<file path="config.mk">
export PLATFORM = sky130hd
export DESIGN_NAME = aqc_corr
export DESIGN_NICKNAME = d
export VERILOG_FILES = /design/src/aqc_pkg.sv /design/src/aqc_corr.sv
export SDC_FILE = /design/constraint.sdc
export NUM_CORES = 1
export LEC_CHECK = 0
export ABC_AREA = 1
export BUFFER_PORTS_ARGS = -buffer_cell sky130_fd_sc_hd__buf_2
export CORE_AREA = 2 2 39 41
export DETAILED_ROUTE_END_ITERATION = 7
export DIE_AREA = 0 0 41 43
export GPL_TIMING_DRIVEN = 0
export SLEW_MARGIN = 25
export SYNTH_ARGS = -nofsm -noshare
export SYNTH_HDL_FRONTEND = slang
export SYNTH_SLANG_ARGS = --single-unit
</file>
<file path="constraint.sdc">
create_clock -name vclk -period 1.7
set_clock_uncertainty 0.15 [all_clocks]
set_input_delay 0.17 -clock vclk [all_inputs]
set_output_delay 0.17 -clock vclk [all_outputs]
set_load 0.05 [all_outputs]
</file>
<file path="src/aqc_pkg.sv">
// Summary of operation
// - A parity error, with or without a CRC error, is a correctable single-bit error.
// - A CRC error without a parity error is uncorrectable and reported invalid.
// - Correction state: clean byte valid, +0, stay; parity-only valid, +1, to detection.
// - Correction state: CRC and parity corrected and valid; CRC-only invalid; both +1, detection.
// - Detection state: any error invalid, +1, stay; clean byte valid, +0, to correction.
// - An uncorrectable byte still outputs the received sequence number with validity low.
// - The correction stage gives a validity flag and intended sequence number per cell.
// - Top bit of the four-bit value is CSI; lower three bits are the sequence number.
// - After each cell the next correction state and header error count are written back.
// - Every header byte, even uncorrectable, goes with its validity to the ordering stage.
// - Unlocked: valid out-of-order cell dropped, stay; invalid cell dropped, back to start.
// - Unlocked: in-order cell accepted, enter sync and arm the late-cell timer.
// - Sync, apparent single loss: write one dummy, then the cell, enter loss state.
// - Loss state: next cell confirming the loss is stored and sync is resumed.
// - Loss state: a misinsertion returns to sync and drops the late arriving cell.
// - Loss state: a protection failure returns to sync and drops the latest cell.
// - Late check enabled and timer at its limit: write one dummy, enter late state.
// - Late state: the originally expected cell was only late; drop it, back to sync.
// - Late state: a cell one beyond the expected is a single loss; store it, sync.
package aqc_pkg;
	// ==========================================================
	// Header byte layout
	localparam int HDR_CSI_BIT = 7;
	localparam int HDR_SN_MSB = 6;
	localparam int HDR_SN_LSB = 4;
	localparam int HDR_CRC_MSB = 3;
	localparam int HDR_CRC_LSB = 1;
	localparam int SN_W = 3;
	localparam logic [2:0] CRC_POLY = 3'h3;
	localparam logic [2:0] SN_STEP = 3'h1;
	localparam logic [2:0] SN_STEP2 = 3'h2;
	// ==========================================================
	// Counters, buffer and reset values
	localparam int ERR_CNT_W = 8;
	localparam logic [7:0] ERR_CNT_RST = 8'h00;
	localparam logic [7:0] ERR_CNT_INC = 8'h01;
	localparam int LATE_CNT_W = 16;
	localparam int FIFO_DEPTH = 4;
	localparam int FIFO_WIDTH = 4;
	// ==========================================================
	// State encodings
	typedef enum logic {CD_CORRECT, CD_DETECT} aqc_cd_e;
	typedef enum logic [2:0] {
		FS_RESET, FS_START, FS_UNLOCKED, FS_SYNC,
		FS_INVALID, FS_OUT_OF_SEQ, FS_LOSS_MIS, FS_LATE_INS
	} aqc_fast_e;
endpackage : aqc_pkg

</file>
<file path="src/aqc_corr.sv">
`timescale 1ns/1ps
module aqc_corr (
	input wire logic [7:0] hdr_i,
	input wire aqc_pkg::aqc_cd_e state_i,
	output logic valid_o,
	output logic [3:0] sn_o,
	output logic crc_err_o,
	output logic par_err_o,
	output logic hdr_err_o,
	output aqc_pkg::aqc_cd_e nxt_state_o
);
	// ==========================================================
	// CRC over the four protected bits
	function automatic logic [2:0] crc3(input logic [3:0] d);
		logic [2:0] r;
		logic fb;
		r = 3'h0;
		for (int i = 3; i >= 0; i--)
		begin
			fb = d[i] ^ r[2];
			r = {r[1:0], 1'b0} ^ (fb ? aqc_pkg::CRC_POLY : 3'h0);
		end
		return r;
	endfunction : crc3

	wire [3:0] data = hdr_i[aqc_pkg::HDR_CSI_BIT:aqc_pkg::HDR_SN_LSB];
	wire [2:0] syndrome = crc3(data) ^ hdr_i[aqc_pkg::HDR_CRC_MSB:aqc_pkg::HDR_CRC_LSB];
	logic [3:0] fixed;

	assign crc_err_o = |syndrome;
	assign par_err_o = ^hdr_i;
	assign hdr_err_o = crc_err_o | par_err_o;

	// A syndrome that points at a CRC bit leaves the data bits as received.
	always_comb
	begin
		fixed = data;
		for (int i = 0; i < 4; i++)
		begin
			if (crc3(4'h1 << i) == syndrome)
				fixed[i] = ~data[i];
		end
	end

	always_comb
	begin
		sn_o = data;
		valid_o = ~hdr_err_o;
		nxt_state_o = hdr_err_o ? aqc_pkg::CD_DETECT : aqc_pkg::CD_CORRECT;
		if (state_i == aqc_pkg::CD_CORRECT && par_err_o)
		begin
			valid_o = 1'b1;
			if (crc_err_o)
				sn_o = fixed;
		end
		// CRC error alone stays invalid in either state.
		if (crc_err_o && !par_err_o)
			valid_o = 1'b0;
	end
endmodule : aqc_corr

</file>
==> run_results.csv <==
group,metric,value,unit
cells_and_area,synthToLayoutAreaGrowth,87.4,%
setup_path,critPathRequiredTime,1380,ps
route,wire_per_inst,10.2,um
setup_path,path_cells,"buf_12 > inv_8 > nand2_4 > nand2_4 > xor2_2 > inv_1 > nand2_2 > nand2_2 > buf_6 > nor2_4 > nand2_1 > nand2_1 > buf_6",
cells_and_area,seq_cells,0,
route,postRouteAntennaNets,0,
route,firstDrtPassIters,3,
setup_path,startpoint,"hdr_i[6]",
placement,post_dp_cell_area,592,um^2
die,io_pins,18,
cells_and_area,num_antenna_cells,0,
sta,layout_min_cycle_time,1700,ps
die,dieArea,1760,um^2
sta,setup-violations-final,1,
placement,port_buffers,17,
setup_path,start_kind,"input port",
setup_path,crit_fanout,5,
cells_and_area,fin_nets,128,
die,row_count,14,
sta,fin_tns_setup,-4.30,ps
power,comb_power_share,1.000,
placement,finalWeightedCongestion,0.813,
sta,finalWorstSetupSlack,-4.30,ps
power,p_leak,0.458,nW
grt,grt_max_degree,9,
die,die_y,43,um
cells_and_area,drive_gt1_frac,0.385,
cells_and_area,final_cells,133,
die,dieWidth,41,um
power,p_sw,0.000294,W
route,drt_iter0_markers,9,
status,status,"finished with violations",
sta,slew_headroom,0.808,
yosys,yosys.area.top_type_share,0.377,
power,seq_power_share,0,
setup_path,cp_num_buf_inv,5,
setup_path,endpoint,"sn_o[1]",
grt,antenna_found_initial,0,
sta,fmax,587,MHz
cells_and_area,nClkBuffers,0,
grt,grt_pass1_vias,493,
setup_path,endpoint_kind,"output pin",
yosys,synthesis.nets,103,
cells_and_area,multi_input_area,505,um^2
sta,finalCritPeriodShare,1.00,
setup_path,cp_top_family,"simple AND/OR/NAND/NOR gates",
yosys,syn-cell-area,458,um^2
yosys,synth_cell_types,12,
status,violations,"setup timing",
route,wirelength,1.36,mm
grt,grt_pass1_wl,1.90,mm
setup_path,max_stage_delay,170,ps
cts,cts-hold-fix-buffers,0,
power,ir_drop,0.229,mV
placement,dp_hpwl,978,um
sta,tightest_slew,287,ps
grt,grt_overflow,0,
setup_path,worstPathArrival,1380,ps
die,core_area,1380,um^2
placement,place_inst,127,
yosys,synth_area_leaders,"nand2_1 38%, nand3_1 16%, nand2_2 9.6%, xnor2_1 7.7%, xor2_1 7.7%",
setup_path,crit_type,"in -> out",
cells_and_area,design_area,858,um^2
power,p_int,0.000187,W
cells_and_area,layout_commonest_cell,"nand2_1",
die,initial_utilization,0.331,
setup_path,cp.depth,13,
sta,final-hold-violation-count,0,
route,vias,634,
power,clock_power_share,0,
min_path,hold_depth,4,
cells_and_area,nFillCells,134,
yosys,yosysWarnings,0,
min_path,hp-class,"in -> out",
yosys,yosysSeqAreaShare,0,
yosys,synth_cells,94,
power,switching_share,0.612,
setup_path,crit_path_top_delay_cell,"buf_6",
grt,track_usage,0.146,
route,viasPerCell,4.77,
power,finalPower,0.000481,W
job,maxCapViolCount,0,
yosys,avgSynthCellArea,4.87,um^2
yosys,yosysTopAreaCell,"nand2_1",
cells_and_area,seqCellArea,0,um^2
cells_and_area,layout_common_cells,"42 x nand2_1, 15 x nand3_1, 9 x buf_6, 7 x nand2_2",
sta,drv_slew,0,
sta,rsz0062_at_grt,"yes",
route,drc,0,
power,power_density,560,nW/um^2
==> cell families after synthesis <==
family | count (synthesis) | synth area share
buffers and inverters | 11 | 0.101
xor gates and xnor gates | 8 | 0.153
and+or+nand+nor | 75 | 0.746
==> per-stage QoR <==
stage	worst slack [ps]	util	hold WS [ps]
final	-4.30	0.620	563
after global routing	-70.6	0.620	593
after CTS	-38.0	0.531	582
after detailed placement	-235	0.428	612
after global placement	-168	0.428	610
after floorplan	-426	-	516
==> power groups by stage <==
| stage | Clock [W] | Combinational, W | Sequential [W] |
|---|---|---|---|
| finish | 0 | 0.000481 | 0 |
| global route | 0 | 0.000517 | 0 |
| CTS | 0 | 0.000417 | 0 |
| detailed placement | 0 | 0.000362 | 0 |
| global placement | 0 | 0.000358 | 0 |
| floorplan | 0 | 0.000288 | 0 |
==> synth_stat cells <==
cell type  count
nand4_1        5
xor2_1         4
inv_1          6
nand3b_1       1
nand2_2        7
buf_2          1
inv_2          3
xnor2_1        4
nand2_1       46
nand3_1       15
buf_4          1
nor2_4         1
==> metal layers <==
metal,GRT usage,wire length [um],part of all wire
met4,0,0,0
met5,0,0,0
met1,0.187,589,0.43
met3,0,37,0.027
met2,0.272,734,0.54
==> final cells by class <==
type | instances | area share
plain buffers | 2 | 0.0364
inverters | 9 | 0.0569
multi-input cells | 83 | 0.589
well taps | 16 | 0.0233
repair buffers | 23 | 0.294
==> tightest hold or removal path, cell delays in order <==
cell	delay, ps
buf_12	100
nand2_1	50
nand2_1	70
buf_6	150
==> worst min-delay path by stage <==
| stage | endpoint | from |
|---|---|---|
| 2_1_floorplan | sn_o[0] | hdr_i[4] |
| 3_3_place_gp | sn_o[1] | hdr_i[5] |
| 3_5_place_dp | sn_o[1] | hdr_i[5] |
| 4_1_cts | sn_o[1] | hdr_i[5] |
| 5_1_grt | sn_o[2] | hdr_i[6] |
| 6_report | sn_o[2] | hdr_i[6] |
==> timing repair <==
item / 4_1_cts / 5_1_grt
pin swaps: 9 / 16
setup endpoints to repair: 7 / 7
setup buffers: 3 / 3
gates resized for setup: 32 / 25
Power figures use the tool's default switching activity.
